`src/amc_pkg.sv`:
```
// Behaviour
// - test pattern enabled drives the fixed pattern on all data bits of both channels
// - driver disable turns off every output including data clock and frame
// - sleep powers down everything; set by register or by SDI strap
// - nap powers down selected channels only; at least 100 sample clocks to recover
// - program select high makes the four port pins static mode straps
// - parallel mode: CS/SCK pair 00 two lanes, 01 four, 10 one lane
// - parallel mode: SDI strap low normal, high sleep
// - parallel mode: SDO strap low 3.5 mA, high 1.75 mA
// - program select low makes a serial port; one 16-bit word per access
// - frame is chip select low; SDI taken on first 16 SCK rises only
// - word is read/write flag, seven address bits, eight data bits, MSB first
// - flag low writes data into addressed register
// - flag high reads register on SDO, no update, SDI data ignored
// - SDO only pulls low, released for a one
// - reset bit D7 clears all registers and briefly sleeps; bit self-clears
// - reset register is write-only; reads are arbitrary; low bits ignored
// - format bit 6 enables the randomizer
// - bits 4,3,0 select sleep, channel two nap, channel one nap
// - output register: lanes 1-0, pattern 2, disable 3, termination 4, current 7-5
// - pattern high byte at 03h, low byte at 04h
package amc_pkg;
    // ************************************************************
    // register map
    // ************************************************************
    localparam logic [6:0] AMC_ADDR_RESET    = 7'h00;
    localparam logic [6:0] AMC_ADDR_FORMAT   = 7'h01;
    localparam logic [6:0] AMC_ADDR_OUTMODE  = 7'h02;
    localparam logic [6:0] AMC_ADDR_PAT_HIGH = 7'h03;
    localparam logic [6:0] AMC_ADDR_PAT_LOW  = 7'h04;
    localparam logic [7:0] AMC_REG_RESET_VAL = 8'h00;
    localparam logic [7:0] AMC_RESET_READ    = 8'h00;
    // ************************************************************
    // field positions
    // ************************************************************
    localparam int AMC_RST_BIT    = 7;
    localparam int AMC_FMT_DCS    = 7;
    localparam int AMC_FMT_SCRAMBLE_ENABLE   = 6;
    localparam int AMC_FMT_TWOS   = 5;
    localparam int AMC_FMT_SLEEP  = 4;
    localparam int AMC_FMT_NAP2   = 3;
    localparam int AMC_FMT_NAP1   = 0;
    localparam int AMC_OM_LANE_LO = 0;
    localparam int AMC_OM_PATTERN = 2;
    localparam int AMC_OM_DISABLE = 3;
    localparam int AMC_OM_TERM    = 4;
    localparam int AMC_OM_CUR_LO  = 5;
    // ************************************************************
    // strap encodings and serial framing
    // ************************************************************
    localparam logic [1:0] AMC_LANES_TWO  = 2'h0;
    localparam logic [1:0] AMC_LANES_FOUR = 2'h1;
    localparam logic [1:0] AMC_LANES_ONE  = 2'h2;
    localparam logic [2:0] AMC_CUR_3P5MA  = 3'h0;
    localparam logic [2:0] AMC_CUR_1P75MA = 3'h4;
    localparam logic [4:0] AMC_WORD_BITS  = 5'h10;
    localparam logic [4:0] AMC_HDR_BITS   = 5'h08;
    // ************************************************************
    // timing
    // ************************************************************
    localparam int AMC_CLK_NS          = 25;
    localparam int AMC_NAP_WAKE_CYCLES = 100;
    localparam int AMC_SLEEP_PULSE_NS  = 100;
    localparam int AMC_SLEEP_PULSE_CYC = (AMC_SLEEP_PULSE_NS + AMC_CLK_NS - 1) / AMC_CLK_NS;
endpackage

```
`src/amc_sync.sv`:
```
`timescale 1ns/1ps
// two flip-flop synchroniser for the pins
module amc_sync #(
    parameter int W = 4
) (
    input  wire logic         sys_clk_i, // system clock
    input  wire logic         reset_i,   // sync reset
    input  wire logic [W-1:0] async_i,   // raw pins
    output logic      [W-1:0] sync_o     // synchronised
);
    logic [W-1:0] meta_reg;
    logic [W-1:0] meta_next;
    logic [W-1:0] sync_reg;
    logic [W-1:0] sync_next;

    // first stage feeds only the second
    always_comb begin
        meta_next = async_i;
        sync_next = meta_reg;
    end

    always_ff @(posedge sys_clk_i) begin
        if (reset_i) begin
            meta_reg <= '0;
            sync_reg <= '0;
        end else begin
            meta_reg <= meta_next;
            sync_reg <= sync_next;
        end
    end

    assign sync_o = sync_reg;
endmodule // amc_sync

```
`src/amc_config_port.sv`:
```
`timescale 1ns/1ps
module amc_config_port
    import amc_pkg::*;
(
    input  wire logic        sys_clk_i,        // 40 MHz clock
    input  wire logic        reset_i,          // sync reset, active high
    input  wire logic        program_select_i, // 1 straps, 0 serial
    input  wire logic        cs_n_i,           // chip select / lane strap
    input  wire logic        sck_i,            // serial clock / lane strap
    input  wire logic        sdi_i,            // serial data in / sleep strap
    input  wire logic        sdo_i,            // sdo pin level / current strap
    input  wire logic        sample_tick_i,    // one pulse per sample clock
    input  wire logic [15:0] ch1_data_i,       // channel one raw offset binary
    input  wire logic [15:0] ch2_data_i,       // channel two raw offset binary
    output logic             sdo_o,            // sdo drive value (always 0)
    output logic             sdo_oe_o,         // sdo pull-down enable
    output logic [15:0]      ch1_data_o,       // channel one formatted data
    output logic [15:0]      ch2_data_o,       // channel two formatted data
    output logic             driver_disable_o, // all outputs incl clock, frame off
    output logic [1:0]       lane_count_select_o,       // lane mode
    output logic [2:0]       driver_current_select_o,   // lvds current code
    output logic             internal_termination_on_o, // termination on
    output logic             duty_stabilizer_off_o,     // stabilizer off
    output logic             sleep_o,          // whole device down
    output logic             ch1_nap_o,        // channel one napping
    output logic             ch2_nap_o,        // channel two napping
    output logic             ch1_ready_o,      // channel one awake and settled
    output logic             ch2_ready_o       // channel two awake and settled
);
    import amc_pkg::*;

    // ************************************************************
    // pin synchronisers
    // ************************************************************
    logic [4:0] pin_s;
    amc_sync #(.W(5)) u_sync (
        .sys_clk_i (sys_clk_i),
        .reset_i   (reset_i),
        .async_i   ({program_select_i, cs_n_i, sck_i, sdi_i, sdo_i}),
        .sync_o    (pin_s)
    );
    logic ps_s, cs_s, sck_s, sdi_s, sdo_s;
    assign {ps_s, cs_s, sck_s, sdi_s, sdo_s} = pin_s;

    function automatic logic [15:0] fmt_word(input logic [15:0] raw, input logic twos,
                                            input logic rnd);
        logic [15:0] w;
        w = raw;
        if (twos) w[15] = ~w[15];
        if (rnd) w[15:1] = w[15:1] ^ {15{w[0]}};
        return w;
    endfunction

    function automatic logic [6:0] wake_load(input logic napped, input logic [6:0] cnt);
        if (napped) return 7'(AMC_NAP_WAKE_CYCLES);
        return cnt;
    endfunction

    // ************************************************************
    // serial port state
    // ************************************************************
    logic        sck_d_reg, sck_d_next;
    logic [4:0]  cnt_reg, cnt_next;
    logic [15:0] shift_reg, shift_next;
    logic [7:0]  rd_reg, rd_next;
    logic        oe_reg, oe_next;
    logic [7:0]  fmt_reg, fmt_next;
    logic [7:0]  om_reg, om_next;
    logic [7:0]  pat_hi_reg, pat_hi_next;
    logic [7:0]  pat_lo_reg, pat_lo_next;
    logic [2:0]  srst_reg, srst_next;
    logic        serial;
    logic        rise, fall;
    logic [15:0] word;
    logic [7:0]  rd_val;
    logic [6:0]  rd_addr;
    logic        rd_act_reg, rd_act_next;

    // program select low turns the straps into the serial port
    assign serial = ~ps_s;
    assign rise   = sck_s & ~sck_d_reg;
    assign fall   = ~sck_s & sck_d_reg;
    // the address is only complete with the bit arriving on the eighth rise
    assign rd_addr = {shift_reg[5:0], sdi_s};

    // register read mux; the reset register reads as an arbitrary constant
    always_comb begin
        rd_val = 8'h00;
        if (rd_addr == AMC_ADDR_RESET) begin
            rd_val = AMC_RESET_READ;
        end else if (rd_addr == AMC_ADDR_FORMAT) begin
            rd_val = fmt_reg;
        end else if (rd_addr == AMC_ADDR_OUTMODE) begin
            rd_val = om_reg;
        end else if (rd_addr == AMC_ADDR_PAT_HIGH) begin
            rd_val = pat_hi_reg;
        end else if (rd_addr == AMC_ADDR_PAT_LOW) begin
            rd_val = pat_lo_reg;
        end
    end

    // frame, bit counter, shifter and register writes
    always_comb begin
        sck_d_next  = sck_s;
        cnt_next    = cnt_reg;
        shift_next  = shift_reg;
        rd_next     = rd_reg;
        oe_next     = oe_reg;
        rd_act_next = rd_act_reg;
        fmt_next    = fmt_reg;
        om_next     = om_reg;
        pat_hi_next = pat_hi_reg;
        pat_lo_next = pat_lo_reg;
        srst_next   = (srst_reg != 3'h0) ? srst_reg - 3'h1 : 3'h0;
        word        = {shift_reg[14:0], sdi_s};
        if (!serial || cs_s) begin
            // straps: port idle, sdo never driven
            cnt_next = 5'h00;
            oe_next  = 1'b0;
            rd_act_next = 1'b0;
        end else begin
            // only the first 16 rises are taken
            if (rise && cnt_reg < AMC_WORD_BITS) begin
                cnt_next   = cnt_reg + 5'h01;
                shift_next = word;
                if (cnt_reg == AMC_HDR_BITS - 5'h01) begin
                    // flag picks a read; sdi data of a read is never written
                    rd_act_next = word[7];
                    rd_next     = rd_val;
                end
                if (cnt_reg == AMC_WORD_BITS - 5'h01 && !shift_reg[14]) begin
                    if (word[14:8] == AMC_ADDR_RESET) begin
                        if (word[AMC_RST_BIT]) begin
                            fmt_next    = AMC_REG_RESET_VAL;
                            om_next     = AMC_REG_RESET_VAL;
                            pat_hi_next = AMC_REG_RESET_VAL;
                            pat_lo_next = AMC_REG_RESET_VAL;
                            srst_next   = 3'(AMC_SLEEP_PULSE_CYC);
                        end
                    end else if (word[14:8] == AMC_ADDR_FORMAT) begin
                        fmt_next = word[7:0];
                    end else if (word[14:8] == AMC_ADDR_OUTMODE) begin
                        om_next = word[7:0];
                    end else if (word[14:8] == AMC_ADDR_PAT_HIGH) begin
                        pat_hi_next = word[7:0];
                    end else if (word[14:8] == AMC_ADDR_PAT_LOW) begin
                        pat_lo_next = word[7:0];
                    end
                end
            end
            // read bits change on falling sck, msb first
            if (fall && rd_act_reg && cnt_reg >= AMC_HDR_BITS && cnt_reg < AMC_WORD_BITS) begin
                // open drain: enable only for a zero
                oe_next = ~rd_reg[7];
                rd_next = {rd_reg[6:0], 1'b0};
            end
            if (cnt_reg >= AMC_WORD_BITS && fall) begin
                oe_next = 1'b0;
            end
        end
    end

    always_ff @(posedge sys_clk_i) begin
        if (reset_i) begin
            sck_d_reg  <= 1'b0;
            cnt_reg    <= 5'h00;
            shift_reg  <= 16'h0000;
            rd_reg     <= 8'h00;
            oe_reg     <= 1'b0;
            rd_act_reg <= 1'b0;
            fmt_reg    <= AMC_REG_RESET_VAL;
            om_reg     <= AMC_REG_RESET_VAL;
            pat_hi_reg <= AMC_REG_RESET_VAL;
            pat_lo_reg <= AMC_REG_RESET_VAL;
            srst_reg   <= 3'h0;
        end else begin
            sck_d_reg  <= sck_d_next;
            cnt_reg    <= cnt_next;
            shift_reg  <= shift_next;
            rd_reg     <= rd_next;
            oe_reg     <= oe_next;
            rd_act_reg <= rd_act_next;
            fmt_reg    <= fmt_next;
            om_reg     <= om_next;
            pat_hi_reg <= pat_hi_next;
            pat_lo_reg <= pat_lo_next;
            srst_reg   <= srst_next;
        end
    end

    // ************************************************************
    // mode outputs and data formatting
    // ************************************************************
    logic        sleep_next, nap1_next, nap2_next, dis_next, term_next, dcs_next;
    logic [1:0]  lane_next;
    logic [2:0]  cur_next;
    logic [15:0] d1_next, d2_next;
    logic        sleep_reg, nap1_reg, nap2_reg, dis_reg, term_reg, dcs_reg;
    logic [1:0]  lane_reg;
    logic [2:0]  cur_reg;
    logic [15:0] d1_reg, d2_reg;
    logic [6:0]  wake1_reg, wake1_next, wake2_reg, wake2_next;
    logic        rdy1_reg, rdy1_next, rdy2_reg, rdy2_next;

    // mode decode from straps or registers
    always_comb begin
        if (serial) begin
            sleep_next = fmt_reg[AMC_FMT_SLEEP] | (srst_reg != 3'h0);
            nap1_next  = fmt_reg[AMC_FMT_NAP1] | sleep_next;
            nap2_next  = fmt_reg[AMC_FMT_NAP2] | sleep_next;
            lane_next  = om_reg[AMC_OM_LANE_LO +: 2];
            dis_next   = om_reg[AMC_OM_DISABLE];
            term_next  = om_reg[AMC_OM_TERM];
            cur_next   = om_reg[AMC_OM_CUR_LO +: 3];
            dcs_next   = fmt_reg[AMC_FMT_DCS];
        end else begin
            sleep_next = sdi_s;
            nap1_next  = sdi_s;
            nap2_next  = sdi_s;
            lane_next  = {cs_s, sck_s};
            dis_next   = 1'b0;
            term_next  = 1'b0;
            cur_next   = sdo_s ? AMC_CUR_1P75MA : AMC_CUR_3P5MA;
            dcs_next   = 1'b0;
        end
        wake1_next = wake_load(nap1_reg, (sample_tick_i && wake1_reg != 7'h00) ?
                               wake1_reg - 7'h01 : wake1_reg);
        wake2_next = wake_load(nap2_reg, (sample_tick_i && wake2_reg != 7'h00) ?
                               wake2_reg - 7'h01 : wake2_reg);
        // ready taken from the next values so it can never overlap a nap
        rdy1_next  = ~nap1_next & (wake1_next == 7'h00);
        rdy2_next  = ~nap2_next & (wake2_next == 7'h00);
        if (serial && om_reg[AMC_OM_PATTERN]) begin
            // high byte register on top, low byte register below
            d1_next = {pat_hi_reg, pat_lo_reg};
            d2_next = {pat_hi_reg, pat_lo_reg};
        end else begin
            // randomizer and two's complement, only in serial mode
            d1_next = fmt_word(ch1_data_i, serial & fmt_reg[AMC_FMT_TWOS],
                               serial & fmt_reg[AMC_FMT_SCRAMBLE_ENABLE]);
            d2_next = fmt_word(ch2_data_i, serial & fmt_reg[AMC_FMT_TWOS],
                               serial & fmt_reg[AMC_FMT_SCRAMBLE_ENABLE]);
        end
    end

    always_ff @(posedge sys_clk_i) begin
        if (reset_i) begin
            sleep_reg <= 1'b0;
            nap1_reg  <= 1'b0;
            nap2_reg  <= 1'b0;
            dis_reg   <= 1'b0;
            term_reg  <= 1'b0;
            dcs_reg   <= 1'b0;
            lane_reg  <= AMC_LANES_TWO;
            cur_reg   <= AMC_CUR_3P5MA;
            d1_reg    <= 16'h0000;
            d2_reg    <= 16'h0000;
            wake1_reg <= 7'h00;
            wake2_reg <= 7'h00;
            rdy1_reg  <= 1'b0;
            rdy2_reg  <= 1'b0;
        end else begin
            sleep_reg <= sleep_next;
            nap1_reg  <= nap1_next;
            nap2_reg  <= nap2_next;
            dis_reg   <= dis_next;
            term_reg  <= term_next;
            dcs_reg   <= dcs_next;
            lane_reg  <= lane_next;
            cur_reg   <= cur_next;
            d1_reg    <= d1_next;
            d2_reg    <= d2_next;
            wake1_reg <= wake1_next;
            wake2_reg <= wake2_next;
            rdy1_reg  <= rdy1_next;
            rdy2_reg  <= rdy2_next;
        end
    end

    assign sdo_o                     = 1'b0;
    assign sdo_oe_o                  = oe_reg;
    assign ch1_data_o                = d1_reg;
    assign ch2_data_o                = d2_reg;
    // single disable covers data, clock and frame drivers
    assign driver_disable_o          = dis_reg;
    assign lane_count_select_o       = lane_reg;
    assign driver_current_select_o   = cur_reg;
    assign internal_termination_on_o = term_reg;
    assign duty_stabilizer_off_o     = dcs_reg;
    assign sleep_o                   = sleep_reg;
    assign ch1_nap_o                 = nap1_reg;
    assign ch2_nap_o                 = nap2_reg;
    assign ch1_ready_o               = rdy1_reg;
    assign ch2_ready_o               = rdy2_reg;
endmodule // amc_config_port

```
`config.mk`:
```
export PLATFORM = sky130hd
export DESIGN_NAME = amc_config_port
export DESIGN_NICKNAME = d
export VERILOG_FILES = /design/src/amc_pkg.sv /design/src/amc_sync.sv /design/src/amc_config_port.sv
export SDC_FILE = /design/constraint.sdc
export NUM_CORES = 1
export LEC_CHECK = 0
export ABC_AREA = 1
export BUFFER_PORTS_ARGS = -buffer_cell sky130_fd_sc_hd__buf_2
export CAP_MARGIN = 5
export CORE_MARGIN = 2
export CORE_UTILIZATION = 40
export CTS_BUF_LIST = sky130_fd_sc_hd__clkbuf_2
export CTS_CLUSTER_SIZE = 10
export DETAILED_ROUTE_END_ITERATION = 12
export PLACE_DENSITY = 0.62
export SLEW_MARGIN = 15
export SYNTH_ARGS = -nofsm -noshare
export SYNTH_HDL_FRONTEND = slang
export SYNTH_HIERARCHICAL = 1
export SYNTH_SLANG_ARGS = --single-unit
```
`constraint.sdc`:
```
create_clock -name sys_clk_i -period 3 [get_ports sys_clk_i]
set_clock_uncertainty 0.05 [all_clocks]
set_input_delay 0.15 -clock sys_clk_i [delete_from_list [all_inputs] [get_ports sys_clk_i]]
set_output_delay 0.15 -clock sys_clk_i [all_outputs]
set_load 0.01 [all_outputs]
```
==> out/qor.yml, run 1 <==
rr_startpoint: "u_sync/sync_o[4]"
end_kind: "register"
worst_ep_required_time_ns: 3.64
antenna_found_initial: 1
synth_seq_cells: 135
clockRootBuffer: "clkbuf_2"
layout.nets: 1021
insertion_delay_ns: 0.73
postRouteAntennaNets: 0
viasPerCell: 4.710
setup-tns-final_ns: 0
cts_inserted_buffers: 17
syn_avg_cell_area_um2: 7.235
layout_common_cells: "162 x nand2_1, 135 x dfxtp_1, 117 x nor2_1"
hold_class: "in2reg"
status: "finished clean"
seq_power_share_pct: 45.1
clock_power_share_pct: 27.5
drv_slew: 0
tritoncts: "yes"
cts.repair.resized: 0
post-dp-hpwl_mm: 10.12
place_congestion: 0.8726
hold_viol: 0
dr.pass1.iters: 6
fin_crit_ns: 2.503
syn_nets: 866
clockBufferDepth: 2
relSlewSlack_pct: 42.29
peakVddDrop_v: 0.0002095
syn-cell-area_um2: 5911
final_common_cell: "nand2_1"
grt-ovfl-total: 0
internal_power_mw: 2.959
crit_path_start: "u_sync/sync_o[4]"
combPwrFrac_pct: 27.4
synth_warnings: 6
ys_seq_area_share_pct: 45.72
ys.flop_type: "dfxtp_1"
crit_fanout: 15
port-buffer-count: 85
initial_core_util_pct: 40.82
dieArea_um2: 15770
synthCells: 817
cap_viol_max_count: 0
post_cts_buffers: 0
fill_cells: 1436
grt_pass1_wl_mm: 24.80
pin_count: 87
synth_edf_count: 0
clk_pin_slew_worst_paths_ns: 0.19
grt_max_degree: 64
power.density_nw_per_um2: 594.2
htree_levels: 4
cp-start-kind: "register"
min_path_cells: 5
async_flop_share_pct: 0
die_y_um: 125.6
reg2reg_depth: 6
rows: 44
dpl.cell_count: 1063
drtIter0Drc: 340
synth_cell_types: 30
syn_to_final_growth_pct: 26.52
first_global_vias: 5146
totalWireLength_mm: 15.15
finalCritPeriodShare_pct: 83.44
clock_sinks: 135
p_leak_nw: 3.632
finalSetupViolations: 0
p_sw_mw: 1.484
routedWlPerCell_um: 12.96
critPathKind: "reg2reg"
drive_gt1_share_pct: 13.11
drc: 0
die_w_um: 125.6
core_area_um2: 14480
sw_frac_of_total_pct: 33.40
rsz0062_at_grt: "false"
final_cells: 1169
arrival_ns: 3.14
postCtsHoldBufs: 74
worstMarginPinSlew_ns: 0.8647
vias: 5506
hp-start: "ch1_data_i[8]"
fmax_mhz: 399.5
grt_usage_pct: 19.60
-- final cells by class --
type | count | area (um2) | share of cell area (%)
Timing Repair Buffer | 163 | 1196 | 15.99
Sequential cell | 135 | 2703 | 36.14
Clock inverter | 13 | 181.4 | 2.426
Antenna cell | 1 | 2.502 | 0.03346
Multi-Input combinational cell | 553 | 2691 | 35.99
Inverter | 102 | 384.1 | 5.136
Clock buffer | 18 | 90.09 | 1.205
Tap cell | 184 | 230.2 | 3.078
-- cells by family after synthesis --
logic type / synth area share, %
other: 0.06344
buffers and inverters: 8.742
xor gates and xnor gates: 5.186
and+or+nand+nor: 23.94
DFF: 45.72
adders and majority gates: 1.905
AOI/OAI and AO/OA: 14.44
-- stage by stage --
stage                     hold WS, ns  util (%)  instance area, um2  worst slack [ns]  total power, mW
after floorplan                0.2070         -                5911             1.291            2.922
after global placement         0.3084     44.64                6464            0.9380            3.165
after detailed placement       0.3059     44.64                6464            0.8880            3.175
after CTS                      0.1365     51.63                7476            0.5562            4.482
after global routing           0.1927     51.65                7478            0.3164            4.774
final                          0.2283     51.65                7478            0.4969            4.444
-- power by group through the flow --
stage	clock (mW)	combinational, mW	sequential [mW]
global placement	0	1.13	2.04
finish	1.22	1.22	2.00
floorplan	0	0.879	2.04
global route	1.33	1.42	2.02
CTS	1.26	1.22	2.00
detailed placement	0	1.13	2.04
-- cell usage after synthesis, types with 2 or more instances --
cell / number / area [um2]
xnor2_1: 30 / 262.8
clkinv_1: 2 / 7.510
nand3_1: 35 / 175.2
nor2_4: 2 / 22.52
nor3_1: 7 / 35.03
dfxtp_1: 135 / 2703
o21ai_0: 67 / 335.3
nor2_1: 117 / 439.2
clkbuf_1: 18 / 67.56
buf_4: 3 / 22.52
o21ai_1: 3 / 15.01
inv_1: 99 / 371.6
nand2_4: 2 / 22.52
a21oi_1: 97 / 485.5
ha_1: 9 / 112.6
xor2_1: 5 / 43.79
nand4_1: 8 / 50.05
buf_6: 2 / 22.52
nand2_1: 162 / 608.1
buf_2: 4 / 20.02
-- layer usage --
layer	global-route usage, %	routed length, um	vias to the layer above
li1	-	-	2898
met1	24.76	7219	2469
met2	32.31	6973	113
met3	4.835	620	26
met4	7.582	340	0
met5	0	0	-
-- critical path: stages, from the launching register on --
cell           delay [ns]
dfxtp_1              0.42
nor2_1               0.24
nand2_1              0.55
xnor2_1              0.38
nand2_1              0.10
a21oi_1              0.15
dlygate4sd3_1        0.56
-- path summary, 6_finish.rpt --
check                      to  slack, ns
max            ch1_data_o[12]       0.50
min             ch1_data_o[8]       0.23
min reg2reg  u_sync/sync_o[1]       0.33
max reg2reg    ch1_data_o[12]       0.50
Power figures use the tool's default switching activity.
==> run 2, diff against run 1 <==
ABC_AREA = 0   (was 1)
clock period = 2.4 ns   (was 3 ns; I/O delays follow)
==> run 2 against run 1 <==
Compared with the run above: first-iteration DRC count decreased by 26%; largest power group unchanged; global-route usage fell by 0.40 points; combinational power hardly changed; setup slack worse by 0.23 ns; flip-flop and latch count did not move; largest cell class is now multi-input gates; critical path type unchanged; die area rose by 3.8%; sequential share of layout area increased by 0.20 points; clock power rose by 7%; non-clock buffer count is 17 lower.
==> out/qor.yml, run 2 <==
peakVddDrop_v: 0.0006226  # +200%
postRouteAntennaNets: 0  # unchanged
p_leak_nw: 2.972  # -18%
placed_area_um2: 6769  # +4.7%
pre_cts_slack_ns: 0.3101  # -0.5779 ns
layout_common_cells: "135 x dfxtp_1, 85 x buf_2, 74 x a21oi_1"
drtIter0Drc: 252  # -26%
totalWireLength_mm: 15.05  # -0.67%
cts.repair.resized: 0  # unchanged
synth.largest_area_cell: "dfxtp_1"
synth_edf_count: 0  # unchanged
grt_pass1_wl_mm: 24.94  # +0.56%
gr-usage-met2_pct: 32.46  # +0.16 points
insertion_delay_ns: 0.69  # -0.04 ns
critPathSlowestCell: "or3_1"
drv_slew: 0  # unchanged
end_kind: "register"
grt.met3_usage_pct: 5.175  # +0.34 points
cp-start-kind: "register"
synth_cell_types: 65  # +120%
die_w_um: 127.9  # +1.9%
worstMarginPinSlew_ns: 0.6750  # -0.1898 ns
viasPerCell: 5.094  # +8.2%
synth_common_cells: "135 x dfxtp_1, 74 x a21oi_1, 65 x nand2_1"
clock_sinks: 135  # unchanged
rows: 45  # +2.3%
final_cells: 986  # -16%
syn_avg_cell_area_um2: 9.294  # +28%
first_global_vias: 4886  # -5.1%
finalSetupViolations: 0  # unchanged
hold_class: "in2reg"
clockRootBuffer: "clkbuf_2"
dr.pass1.iters: 5  # -1
grt_max_degree: 54  # -16%
arrival_ns: 2.70  # -0.44 ns
clockBufferDepth: 2  # unchanged
synth_compound_area_share_pct: 15.21  # +0.78 points
layout.nets: 833  # -18%
power.density_nw_per_um2: 679.4  # +14%
synth_top_area_share_pct: 43.99  # -1.7 points
pin_count: 87  # unchanged
use_met1_pct: 23.78  # -0.98 points
cts_inserted_buffers: 17  # unchanged
critPathKind: "reg2reg"
setup-tns-final_ns: 0  # unchanged
synth_fa_ha_area_share_pct: 1.833  # -0.072 points
syn_to_final_growth_pct: 21.06
post-dp-hpwl_mm: 10.42  # +3.0%
relSlewSlack_pct: 55.00  # +13 points
status: "finished clean"
drive_gt1_share_pct: 19.45  # +6.3 points
final_area_um2: 7437  # -0.55%
core_area_um2: 15090  # +4.2%
initial_core_util_pct: 40.71  # -0.11 points
vias: 5023  # -8.8%
synthCells: 661  # -19%
rsz0062_at_grt: "false"
syn-cell-area_um2: 6143  # +3.9%
synthXorXnorAreaFrac_pct: 5.438  # +0.25 points
synth.area.top_cells: "dfxtp_1 44%, mux2i_1 6.5%, a21oi_1 6.0%"
async_flop_share_pct: 0  # unchanged
worst_ep_required_time_ns: 2.97  # -0.67 ns
ys_seq_area_share_pct: 43.99  # -1.7 points
ys.flop_type: "dfxtp_1"
max_stage_delay_ns: 0.61  # +0.05 ns
syn_nets: 710  # -18%
grt-busiest-layer: "met2"
cap_viol_max_count: 0  # unchanged
holdWs_ns: 0.1819  # -0.04646 ns
final_util_pct: 49.29  # -2.4 points
clk_pin_slew_worst_paths_ns: 0.22  # +0.03 ns
drc: 0  # unchanged
dieArea_um2: 16370  # +3.8%
crit_top_cell: "ha_1"
synthMuxAreaShare_pct: 6.517  # +6.5 points
fmax_mhz: 469.4  # +17%
port-buffer-count: 85  # unchanged
routedWlPerCell_um: 15.27  # +18%
synth_warnings: 6  # unchanged
path_cells: "ha_1, and3_1, ha_1, nand4b_4, or3_1, mux2i_1"
tritoncts: "yes"
synthSimpleGateAreaFrac_pct: 22.81  # -1.1 points
grt_usage_pct: 19.21  # -0.40 points
finalPower_mw: 5.052  # +14%
synth_most_common_cell: "dfxtp_1"
synth_top_family_by_area: "simple AND/OR/NAND/NOR gates"
die_y_um: 127.9  # +1.9%
ff2ff_setup_slack_ns: 0.27  # -0.23 ns
grt-ovfl-total: 0  # unchanged
antenna_found_initial: 1  # unchanged
htree_levels: 4  # unchanged
final_common_cell: "dfxtp_1"
crit_fanout: 8  # -7
synth_seq_cells: 135  # unchanged
worst_slack_ns: 0.2694  # -0.2274 ns
place_congestion: 0.8542  # -2.1%
hold_viol: 0  # unchanged
finalCritPeriodShare_pct: 88.77  # +5.3 points
dpl.cell_count: 909  # -14%
fin_crit_ns: 2.131  # -0.3726 ns
==> run 2: cell count changes after synthesis, moves of 19 or more <==
cell / before / now
nand2_1: 162 / 65
nor2_1: 117 / 28
inv_1: 99 / 21
o21ai_0: 67 / 4
mux2i_1: 0 / 40
nand2b_1: 0 / 36
nand3_1: 35 / 1
xnor2_1: 30 / 2
xor2_1: 5 / 31
a21oi_1: 97 / 74
nor2b_1: 0 / 19
==> run 2: worst max-delay path, delay by kind of cell, from the launching register on <==
family / cells / cell delay, ns
and+or+nand+nor: 3 / 0.93
adders and majority gates: 2 / 0.40
DFF: 1 / 0.43
muxes: 1 / 0.25
==> run 2: worst paths after layout <==
| kind | cells after the start | to | start |
|---|---|---|---|
| min reg2reg | 1 | u_sync/sync_o[1] | u_sync/meta_reg[1] |
| max | 6 | pat_hi_reg[6] | cnt_reg[1] |
| max reg2reg | 6 | pat_hi_reg[6] | cnt_reg[1] |
| min | 4 | ch1_data_o[0] | ch1_data_i[0] |
==> run 2: timing repair <==
| action | 4_1_cts | 5_1_grt |
|---|---|---|
| setup buffers | 0 | 0 |
| endpoints found under the hold margin | 63 | 0 |
| hold buffers | 44 | 0 |
==> run 2: cell type report <==
| type | count | area (um2) |
|---|---|---|
| tap | 188 | 235.2 |
| clock inverter | 14 | 135.1 |
| timing repair buffer | 146 | 1006 |
| inverter | 21 | 78.83 |
| fill | 1425 | 7652 |
| sequential | 135 | 2703 |
| multi-input combinational | 463 | 3187 |
| clock buffer | 18 | 90.09 |
| antenna | 1 | 2.502 |
==> run 2: power by group <==
part,switching (mW),internal (mW)
sequential,0.162,2.40
clock,0.836,0.467
combinational,0.589,0.597
total,1.59,3.47
==> run 2: cells by family (layout without fill, tap and decap cells) <==
logic type / after synthesis / count (layout)
AND/OR/NAND/NOR: 238 / 238
AO/OA/AOI/OAI: 140 / 140
flip-flops: 135 / 135
buffers and inverters: 63 / 199
multiplexers: 40 / 40
XOR/XNOR: 35 / 35
adder cells (fa/ha/maj): 9 / 9
other: 1 / 2
==> run 2: routing by layer <==
layer  vias to the layer above  part of all wire [%]
met5                         -                     0
li1                       2543                     -
met2                       121                    48
met3                        10                   4.3
met1                      2349                    46
met4                         0                   1.6
